$ cat src/core/rpsm_defs.vh
// Purpose: shared constants for the rmii pin strap mux
// Assumes: included by bare name from core files
// Notes:   definitions only
`ifndef RPSM_DEFS_VH
`define RPSM_DEFS_VH

// ************************************************
// register offsets (5-bit management address)
// ************************************************
`define RPSM_ADDR_W            5
`define RPSM_DATA_W            16
`define RPSM_OFS_INT_CTRL_STAT 5'h1B
`define RPSM_OFS_MISC_CTRL     5'h1F

// ************************************************
// field positions
// ************************************************
`define RPSM_INT_EN_LSB        8
`define RPSM_INT_EVT_W         8
`define RPSM_MISC_IRQ_POL_BIT  9

// ************************************************
// reset values
// ************************************************
`define RPSM_INT_EN_RST        8'h00
`define RPSM_INT_STAT_RST      8'h00
`define RPSM_MISC_CTRL_RST     16'h0000
`define RPSM_RDATA_RST         16'h0000

// ************************************************
// strap vector layout
// ************************************************
`define RPSM_STRAP_W           5
`define RPSM_STRAP_CFG2        0
`define RPSM_STRAP_BCAST_OFF   1
`define RPSM_STRAP_ISOLATE     2
`define RPSM_STRAP_NAND_TREE   3
`define RPSM_STRAP_WAKE_EN     4
`define RPSM_STRAP_RST         5'h00

`endif

$ cat src/core/rpsm_sync2.v
// Purpose: two flip-flop synchroniser for a vector of levels
// Assumes: each bit is an independent level
// Notes:   no reset, so pin levels are already settled when reset lifts
`timescale 1ns/1ps
module rpsm_sync2 #(
    parameter W = 1
) (
    // clock
    input  wire         clk,
    // levels
    input  wire [W-1:0] d,
    output wire [W-1:0] q
);
    reg [W-1:0] meta;
    reg [W-1:0] stable;

    always @(posedge clk) begin
        meta   <= d;
        stable <= meta;
    end

    assign q = stable;
endmodule

$ cat src/core/rpsm_pin_mux.v
// Purpose: dual-function rmii pins: strap capture at reset release, then rmii/irq function
// Assumes: clk 40 MHz, srst synchronous active high; core status inputs on clk
// Notes:   output enables are active low; pins are sampled through two flops
`timescale 1ns/1ps
`include "rpsm_defs.vh"
module rpsm_pin_mux (
    // clock and reset
    input  wire                        clk,
    input  wire                        srst,
    // mode selects
    input  wire                        clk_mode_50,
    input  wire                        wake_pin_sel,
    // core receive status and events
    input  wire                        crs_dv_core,
    input  wire                        rx_er_core,
    input  wire                        ref_clk_src,
    input  wire                        wake_event,
    input  wire [`RPSM_INT_EVT_W-1:0]  int_events,
    // management register port
    input  wire [`RPSM_ADDR_W-1:0]     reg_addr,
    input  wire                        reg_we,
    input  wire                        reg_re,
    input  wire [`RPSM_DATA_W-1:0]     reg_wdata,
    output reg  [`RPSM_DATA_W-1:0]     reg_rdata,
    // carrier sense / data valid pin
    input  wire                        crs_dv_pin_i,
    output reg                         crs_dv_pin_o,
    output reg                         crs_dv_pin_oe_n,
    // reference clock pin
    input  wire                        ref_clk_pin_i,
    output reg                         ref_clk_pin_o,
    output reg                         ref_clk_pin_oe_n,
    // receive error pin
    input  wire                        rx_er_pin_i,
    output reg                         rx_er_pin_o,
    output reg                         rx_er_pin_oe_n,
    // interrupt / wake option two pin
    input  wire                        irq_out_pin_i,
    output reg                         irq_out_pin_o,
    output reg                         irq_out_pin_oe_n,
    // wake-enable strap pin
    input  wire                        wake_en_pin_i,
    // mac transmit pins
    input  wire                        tx_en_pin,
    input  wire                        txd0_pin,
    input  wire                        txd1_pin,
    // transmit toward core
    output reg                         tx_en_core,
    output reg  [1:0]                  txd_core,
    // latched straps
    output reg                         strap_cfg_bit2,
    output reg                         broadcast_disable_strap,
    output reg                         isolate_strap,
    output reg                         nand_tree_strap,
    output reg                         wake_enable_strap
);

    // ************************************************
    // pin synchronisers
    // ************************************************
    wire [`RPSM_STRAP_W-1:0] strap_pins;
    wire [`RPSM_STRAP_W-1:0] strap_sync;
    wire [3:0]               tx_sync;

    assign strap_pins[`RPSM_STRAP_CFG2]      = crs_dv_pin_i;
    assign strap_pins[`RPSM_STRAP_BCAST_OFF] = ref_clk_pin_i;
    assign strap_pins[`RPSM_STRAP_ISOLATE]   = rx_er_pin_i;
    assign strap_pins[`RPSM_STRAP_NAND_TREE] = irq_out_pin_i;
    assign strap_pins[`RPSM_STRAP_WAKE_EN]   = wake_en_pin_i;

    rpsm_sync2 #(
        .W (`RPSM_STRAP_W)
    ) u_strap_sync (
        .clk (clk),
        .d   (strap_pins),
        .q   (strap_sync)
    );

    // ref_clk_src is a foreign clock, sampled like a pin
    rpsm_sync2 #(
        .W (4)
    ) u_tx_sync (
        .clk (clk),
        .d   ({ref_clk_src, txd1_pin, txd0_pin, tx_en_pin}),
        .q   (tx_sync)
    );

    // ************************************************
    // strap capture at reset release
    // ************************************************
    reg in_reset;

    always @(posedge clk) begin
        if (srst) begin
            in_reset <= 1'b1;
        end else begin
            in_reset <= 1'b0;
        end
    end

    wire release_edge = in_reset & ~srst;

    // captured once per release, then frozen until the next reset
    always @(posedge clk) begin
        if (release_edge) begin
            strap_cfg_bit2          <= strap_sync[`RPSM_STRAP_CFG2];
            broadcast_disable_strap <= strap_sync[`RPSM_STRAP_BCAST_OFF];
            isolate_strap           <= strap_sync[`RPSM_STRAP_ISOLATE];
            nand_tree_strap         <= strap_sync[`RPSM_STRAP_NAND_TREE];
            wake_enable_strap       <= strap_sync[`RPSM_STRAP_WAKE_EN];
        end else if (srst) begin
            strap_cfg_bit2          <= 1'b0;
            broadcast_disable_strap <= 1'b0;
            isolate_strap           <= 1'b0;
            nand_tree_strap         <= 1'b0;
            wake_enable_strap       <= 1'b0;
        end
    end

    // pins take their function only after capture; in_reset covers the release cycle
    wire func_on = ~srst & ~in_reset;

    // ************************************************
    // transmit inputs from the mac
    // ************************************************
    always @(posedge clk) begin
        if (srst) begin
            tx_en_core <= 1'b0;
            txd_core   <= 2'b00;
        end else begin
            tx_en_core <= tx_sync[0];
            txd_core   <= tx_sync[2:1];
        end
    end

    // ************************************************
    // management registers
    // ************************************************
    reg  [`RPSM_INT_EVT_W-1:0] int_en;
    reg  [`RPSM_INT_EVT_W-1:0] int_stat;
    reg  [`RPSM_DATA_W-1:0]    misc_ctrl;
    reg  [`RPSM_INT_EVT_W-1:0] next_int_stat;

    wire hit_int  = (reg_addr == `RPSM_OFS_INT_CTRL_STAT);
    wire hit_misc = (reg_addr == `RPSM_OFS_MISC_CTRL);
    wire irq_pol_high = misc_ctrl[`RPSM_MISC_IRQ_POL_BIT];

    // a new event in the read cycle survives the read-clear
    always @* begin
        next_int_stat = int_stat;
        if (reg_re && hit_int) begin
            next_int_stat = {`RPSM_INT_EVT_W{1'b0}};
        end
        next_int_stat = next_int_stat | int_events;
    end

    always @(posedge clk) begin
        if (srst) begin
            int_en    <= `RPSM_INT_EN_RST;
            int_stat  <= `RPSM_INT_STAT_RST;
            misc_ctrl <= `RPSM_MISC_CTRL_RST;
            reg_rdata <= `RPSM_RDATA_RST;
        end else begin
            int_stat <= next_int_stat;
            if (reg_we && hit_int) begin
                int_en <= reg_wdata[`RPSM_DATA_W-1:`RPSM_INT_EN_LSB];
            end
            if (reg_we && hit_misc) begin
                misc_ctrl <= reg_wdata;
            end
            if (reg_re) begin
                case (1'b1)
                    hit_int: begin
                        reg_rdata <= {int_en, int_stat};
                    end
                    hit_misc: begin
                        reg_rdata <= misc_ctrl;
                    end
                    default: begin
                        reg_rdata <= `RPSM_RDATA_RST;
                    end
                endcase
            end
        end
    end

    wire irq_active = |(int_stat & int_en);

    // ************************************************
    // pin drivers
    // ************************************************
    // registered so that pins never glitch from the selects
    always @(posedge clk) begin
        if (!func_on) begin
            crs_dv_pin_o     <= 1'b0;
            crs_dv_pin_oe_n  <= 1'b1;
            ref_clk_pin_o    <= 1'b0;
            ref_clk_pin_oe_n <= 1'b1;
            rx_er_pin_o      <= 1'b0;
            rx_er_pin_oe_n   <= 1'b1;
            irq_out_pin_o    <= 1'b0;
            irq_out_pin_oe_n <= 1'b1;
        end else begin
            crs_dv_pin_o     <= crs_dv_core;
            crs_dv_pin_oe_n  <= 1'b0;
            rx_er_pin_o      <= rx_er_core;
            rx_er_pin_oe_n   <= 1'b0;
            // 50 MHz mode relies on an external clock on crystal_in
            if (clk_mode_50) begin
                ref_clk_pin_o    <= 1'b0;
                ref_clk_pin_oe_n <= 1'b1;
            end else begin
                ref_clk_pin_o    <= tx_sync[3];
                ref_clk_pin_oe_n <= 1'b0;
            end
            irq_out_pin_o <= 1'b0;
            if (wake_pin_sel) begin
                // open drain: pull low only while the wake event stands
                irq_out_pin_oe_n <= ~wake_event;
            end else if (irq_pol_high) begin
                // active high needs the pin driven both ways
                irq_out_pin_o    <= irq_active;
                irq_out_pin_oe_n <= 1'b0;
            end else begin
                irq_out_pin_oe_n <= ~irq_active;
            end
        end
    end

endmodule

$ cat config.mk
export PLATFORM = sky130hd
export DESIGN_NAME = rpsm_pin_mux
export DESIGN_NICKNAME = d
export VERILOG_FILES = /design/src/core/rpsm_sync2.v /design/src/core/rpsm_pin_mux.v
export VERILOG_INCLUDE_DIRS = /design/src /design/src/core
export SDC_FILE = /design/constraint.sdc
export NUM_CORES = 1
export LEC_CHECK = 0
export BUFFER_PORTS_ARGS = -buffer_cell sky130_fd_sc_hd__buf_2
export CAP_MARGIN = 10
export CORE_ASPECT_RATIO = 0.75
export CORE_MARGIN = 1
export CORE_UTILIZATION = 50
export CTS_BUF_LIST = sky130_fd_sc_hd__clkbuf_4
export CTS_CLUSTER_SIZE = 30
export DETAILED_ROUTE_END_ITERATION = 7
export GPL_TIMING_DRIVEN = 0
export PLACE_DENSITY = 0.83
export SYNTH_ARGS = -nofsm -noshare
export SYNTH_HDL_FRONTEND = slang
export SYNTH_SLANG_ARGS = --single-unit
$ cat constraint.sdc
create_clock -name clk -period 2.75 [get_ports clk]
set_input_delay 0.4125 -clock clk [delete_from_list [all_inputs] [get_ports clk]]
set_output_delay 0.4125 -clock clk [all_outputs]
set_load 0.01 [all_outputs]
=== After elaboration in Yosys (flattened, before gate mapping) ===
Cells that the tools add are included.

* Eq/ne operators: 2
* Muxes and demuxes: 14
* Bitwise logic cells: 10
* Reduce and logical (&&, ||, !) cells: 7

{| class="wikitable"
|+ Operator list
! cell !! count
|-
| 16-bit 2-to-1 mux || 2
|-
| 1-bit 2-to-1 mux || 11
|-
| 5-bit equality test, second input constant || 2
|-
| 8-bit AND || 1
|-
| 8-bit 2-to-1 mux || 1
|-
| 8-bit OR || 1
|-
| 8-bit OR reduction || 1
|-
| 1-bit NOT || 6
|-
| 1-bit logical AND || 3
|-
| 3-bit OR reduction || 1
|-
| 1-bit AND || 2
|-
| 2-bit nonzero test || 1
|-
| 2-bit OR reduction || 1
|}

* Bits in registers: 82
* Bits of input ports: 47
* Output and inout bits: 32
* Word-level logic and storage cells: 56

=== Longest topological paths before layout ===
* Word-level depth: 5
* Mapped depth: 5
* Gate-level depth less buffers: 3

=== Hierarchy ===
Synthesis repeated with hierarchy kept, for this count alone.

* Cells, all modules: 285
* Area total of the unflattened synthesis: 3,060.4 um2

{| class="wikitable"
|+ By module, submodules not included
! module !! times used !! cells an instance !! area each (um2) !! seq. area each (um2)
|-
| rpsm_pin_mux || 1 || 267 || 2,700.1 || 1,331.3
|-
| rpsm_sync2 at u_strap_sync || 1 || 10 || 200.2 || 200.2
|-
| rpsm_sync2 at u_tx_sync || 1 || 8 || 160.2 || 160.2
|}

=== Worst setup path before layout ===
Ideal clock, no wire load.

* Kind: in2reg
* Start point: input port reg_addr[4]
* End point: register reg_rdata[3]
* Setup time: 132 ps
* Arrival: 1,079 ps
* Required time: 2,618 ps
* Setup slack: 1,538 ps
* Cell stages on the path: 5
* Path buffers: 2
* Cell sequence: and2_1 > buf_2 > buf_2 > a32oi_1 > a21oi_1

* Cells in the longest elaborated chain, start to end: 3
* Elaborated cells on any way between the ends: 4
* Classes of those cells: eq/ne (2); mux (2)

{| class="wikitable"
|+ Ends and longest elaborated chain
! element !! RTL line !! source
|-
| start, declared || rpsm_pin_mux.v:20 || <nowiki>input wire [`RPSM_ADDR_W-1:0] reg_addr,</nowiki>
|-
| 5-bit equality test (no line) || -- ||
|-
| 16-bit 2-to-1 mux || rpsm_pin_mux.v:172 || <nowiki>case (1'b1)</nowiki>
|-
| 16-bit 2-to-1 mux * || rpsm_pin_mux.v:172 ||
|-
| end signal, assigned || rpsm_pin_mux.v:174 || <nowiki>reg_rdata <= {int_en, int_stat};</nowiki>
|-
| end signal, assigned || rpsm_pin_mux.v:177 || <nowiki>reg_rdata <= misc_ctrl;</nowiki>
|-
| end signal, assigned || rpsm_pin_mux.v:180 || <nowiki>reg_rdata <= `RPSM_RDATA_RST;</nowiki>
|-
| end, declared || rpsm_pin_mux.v:24 || <nowiki>output reg [`RPSM_DATA_W-1:0] reg_rdata,</nowiki>
|}

Every way passes the cells marked *; elsewhere a longest branch is shown, timed or not.
A chain may end at the register's enable or synchronous reset.

=== Worst setup path in the final report ===
* Start point: register rx_er_pin_oe_n
* End point: output port rx_er_pin_oe_n

{| class="wikitable"
|+ RTL lines
! element !! RTL line !! source
|-
| start, declared || rpsm_pin_mux.v:36 || <nowiki>output reg rx_er_pin_oe_n,</nowiki>
|-
| start signal, assigned || rpsm_pin_mux.v:200 || <nowiki>rx_er_pin_oe_n <= 1'b1;</nowiki>
|-
| start signal, assigned || rpsm_pin_mux.v:207 || <nowiki>rx_er_pin_oe_n <= 1'b0;</nowiki>
|}

No word-level cell between the ends.

==> results <==
- In the final routed layout, each cell accounts on average for between 10 and 15 um.
- The top cell type by total area after synthesis is dfxtp_1.
- The setup slack of the worst register-to-register path is between 1.5 and 2 ns.
- The summed negative setup slack over all endpoints is 0 ns.
- The number of instances in the placed design is roughly 450.
- The final-report hold violation count is 0.
- After the flow finishes, the layout carries non-filler instances totaling between 400 and 500.
- The worst setup path is launched from a flip-flop.
- The core footprint is between 5000 and 6000 um2.
- The share of async-settable or async-resettable flops after synthesis is 0%.
- For the worst flop-to-flop path, the logic depth is 3.
- Of the total power, the share spent switching nets is between 20% and 30%.
- Combinational cells account for approximately 7% of the total power.
- After synthesis, the largest family of logic cells by area is compound AO/OA/AOI/OAI gates.
- The final critical-path required period is around 1.4 ns.
- The share of the clock period used by the worst path after layout is between 50% and 60%.
- Once the floorplan was initialized, standard cells occupied between 50% and 60% of the core.
- The clock passes through at most 2 buffers.
- The post-synthesis instance total is approximately 300.
- The first detailed-routing pass ran for 7 iterations.
- The internal power component is 1.585 mW.
- Sorting the synthesized cells by area gives the leading types as dfxtp_1, nand3_1, a21oi_1.
- The number of synthesis warnings is 0.
- Among all flip-flop cells after synthesis, the most frequent one is dfxtp_1.
- After detailed routing, the number of remaining DRC violations is 0.
- The flow ran to the end, and the final reports show no timing, DRC or antenna violations.
- The peak clock frequency supported by timing is just over 0.7 GHz.
- The number of sinks driven by the clock tree is 82.
- The area growth from synthesis to layout is 22.01%.
- The ratio of routed vias to standard cells is around 5.5.
- Setup repair after global routing left no endpoint under its margin.
- For the worst setup path, the data required time is 2.34 ns.
- The endpoint identified for the worst register-to-register timing path is irq_out_pin_o.
- The classification of the worst setup path is flip-flop to output pin.
- The height of the chip is roughly 67 um.
- The leakage power is 1.417 nW.
- Buffers added to address setup during post-CTS repair amount to 0.
- The count of inserted antenna diode cells is 0.
- The number of max-slew violations in the final report was 0.
- The initial antenna violation count is 0.
- The post-route worst hold slack is ~0.085 ns.
- The clock network is responsible for between 30% and 40% of the overall power.
- The final-stage net count is 435.
- The synthesized design contains 5 enable-type register cells.
- The top-level I/O count is 79.
- The power per cell area is about 600 nW/um2.
- The congestion estimate from routability-driven global placement came to 0.9291.
- The floorplan step defined a die boundary enclosing 6004 um2.
- The count of instances resized after the clock tree is built is 0.
- The number of global-route vias before repair was between 2,000 and 2,500.
- Tracing the worst setup path back leads to its startpoint at rx_er_pin_oe_n.
- The worst voltage drop across the vdd grid is between 0.2 and 0.3 mV.
- After synthesis the netlist holds a flip-flop and latch count of 82.
- The number of distinct library cells after synthesis is 27.
- The net switching power of the design is 0.5101 mW.
- For this run the aggregate overflow at the end of global routing stands at 0.
- The first-pass GRT wire length is 10,920 um.
- The global routing usage summed across all routing layers is between 20% and 30%.
- Along the worst path, the maximum fanout reaches 2.
- The number of hold-repair buffers added at the cts stage is 0.
- The most critical setup path has its endpoint at rx_er_pin_oe_n.
- The number of H-tree branching levels is 3.
- TritonCTS built the clock tree.
- The synthesized-area fraction occupied by xor and xnor cells is 0%.
- Input and output buffers added on the ports amount to 78.
- Measured along the x axis, the die boundary spans 89.15 um.
- The number of standard-cell rows in the floorplan is 23.
- For this run, the register share of the synthesized area comes to between 50 and 60%.
- A synthesized cell averages 9.524 um2.
- Entering global routing, the biggest net connects 15 pins.
- The synthesized-area fraction occupied by adder cells is 0%.
- The startpoint identified for the worst register-to-register timing path is int_stat[6].
- The worst setup skew after layout is ~0.0096 ns.
- The number of violations of the max-capacitance limit is 0.
- The number of buffers added by the clock tree synthesis step is 9.
- The post-synthesis instance area is between 2000 and 3000 um2.
- The clock network latency to the later pin of the worst-skew pair is ~0.42 ns.
- The mux contribution to synthesized area is 0%.
- The synthesized design devotes to its leading area cell type 54.13% of total area.
- The clock-pin slew on the worst setup and hold paths is around 0.13 ns.
- The net count of the mapped netlist is 346.
- Sequential cells account for 59.9% of the total power.
- The master cell of the clock root buffer is clkbuf_4.
- STA classifies the critical path endpoint as an output pin.
- The class of the most critical hold timing path is primary input to flip-flop.
- The post-route netlist has roughly 28% of its cells at a drive strength greater than 1.
- In this run, the number of DRC markers left after iteration 0 of detailed routing was 284.
- The post-synthesis share of cell area spent on and, or, nand and nor gates is 15.99%.
- The tightest slew margin relative to the limit is 64.25%.
- The filler cells instantiated in the layout total 500.
- Setup violations remaining at the end of the flow were counted as 0.
- In this run the remaining antenna-violating nets after routing total 0.
- Summing the areas of all compound-gate instances in the mapped netlist gives 17.71% of the synthesized area.
- For the pin with the worst max-slew slack, the measured transition is 0.5363 ns.
- STA puts the critical path data arrival time at around 0.98 ns.
- The placed wire-length estimate after detailed placement is roughly 5200 um.
- For this block, the routed nets add up to 6988 um of wire.
- The via total after detailed routing is about 2,600.
==> sequential cells by signal, indices dropped and copies added, names as in the netlist, 2 cells and up <==
name               flops
misc_ctrl             16
u_strap_sync.q         5
int_stat               8
u_tx_sync.q            4
u_strap_sync.meta      5
reg_rdata             16
u_tx_sync.meta         4
int_en                 8
txd_core               2
==> synth_stat cells (2+ instances only) <==
master and count:
a32oi_1 4, buf_6 3, buf_2 6, o21ai_0 33
inv_1 12, a21oi_1 36, a22oi_1 2, nand3_1 52
nor2b_1 4, nand2_1 14, buf_4 6, and2_1 9
nor2_1 3, a31oi_1 13, edfxtp_1 5, dfxtp_1 77
clkbuf_1 10
==> per-layer routing <==
layer	vias up	global-route usage [%]	part of all wire [%]
met5	-	0	0
met4	0	7.143	1.4
met3	15	7.457	9.8
met2	139	37.12	44
met1	1171	35.31	45
li1	1240	-	-
==> cells by family (layout without fill, tap and decap cells) <==
family	count (synthesis)	in the layout
AO/OA/AOI/OAI	91	91
buffers and inverters	38	132
flip-flops	82	82
AND/OR/NAND/NOR	88	88
==> per-stage QoR <==
step | setup slack [ns] | instance area (um2) | total power [mW] | util, %
6_report | 1.354 | 3475 | 2.095 | 64.22
5_1_grt | 1.297 | 3475 | 2.173 | 64.22
4_1_cts | 1.334 | 3475 | 2.098 | 64.22
3_5_place_dp | 1.170 | 3332 | 1.424 | 61.59
3_3_place_gp | 1.188 | 3332 | 1.419 | 61.59
2_1_floorplan | 1.538 | 2848 | 1.350 | -
==> critical path, cell delays in order, from the launching register on <==
cell and delay (ns):
dfxtp_1 0.33, buf_4 0.12, buf_2 0.12
==> power groups by stage <==
stage | logic [mW] | clock network (mW) | registers, mW
2_1_floorplan | 0.0685 | 0 | 1.28
3_3_place_gp | 0.140 | 0 | 1.28
3_5_place_dp | 0.144 | 0 | 1.28
4_1_cts | 0.144 | 0.700 | 1.25
5_1_grt | 0.164 | 0.751 | 1.26
6_report | 0.147 | 0.694 | 1.25
==> layout by cell type, fill, tap and decap left out, types with 2 or more instances in the layout <==
cell type   instances
clkbuf_1           10
dfxtp_1            77
buf_6               3
nor2b_1             4
edfxtp_1            5
nor2_1              3
nand3_1            52
buf_2              84
clkinv_4            2
clkbuf_4           10
nand2_1            14
and2_1              9
a32oi_1             4
a31oi_1            13
buf_4               6
o21ai_0            33
inv_1              12
a22oi_1             2
a21oi_1            36
clkinvlp_4          2
==> worst min path at each step <==
stage,start,endpoint,slack (ns),cells after the start
after floorplan,u_strap_sync.meta[0],u_strap_sync.q[0],0.31,0
after global placement,u_tx_sync.meta[3],u_tx_sync.q[3],0.31,0
after detailed placement,u_strap_sync.meta[1],u_strap_sync.q[1],0.31,0
after CTS,wake_en_pin_i,u_strap_sync.meta[4],0.06,1
after global routing,ref_clk_pin_i,u_strap_sync.meta[1],0.05,1
final,wake_en_pin_i,u_strap_sync.meta[4],0.08,1
==> area by class of cell <==
cell class                 count  area, um2  share of cell area (%)
clock inverter                 6      67.56                   1.945
clock buffer                  10      75.07                   2.161
tap                           75      93.84                   2.701
sequential                    82       1692                   48.69
inverter                      12      45.04                   1.296
multi-input combinational    179      959.7                   27.62
timing repair buffer          78      390.4                   11.24
buffer                        26      151.4                   4.357
Power figures use the tool's default switching activity.
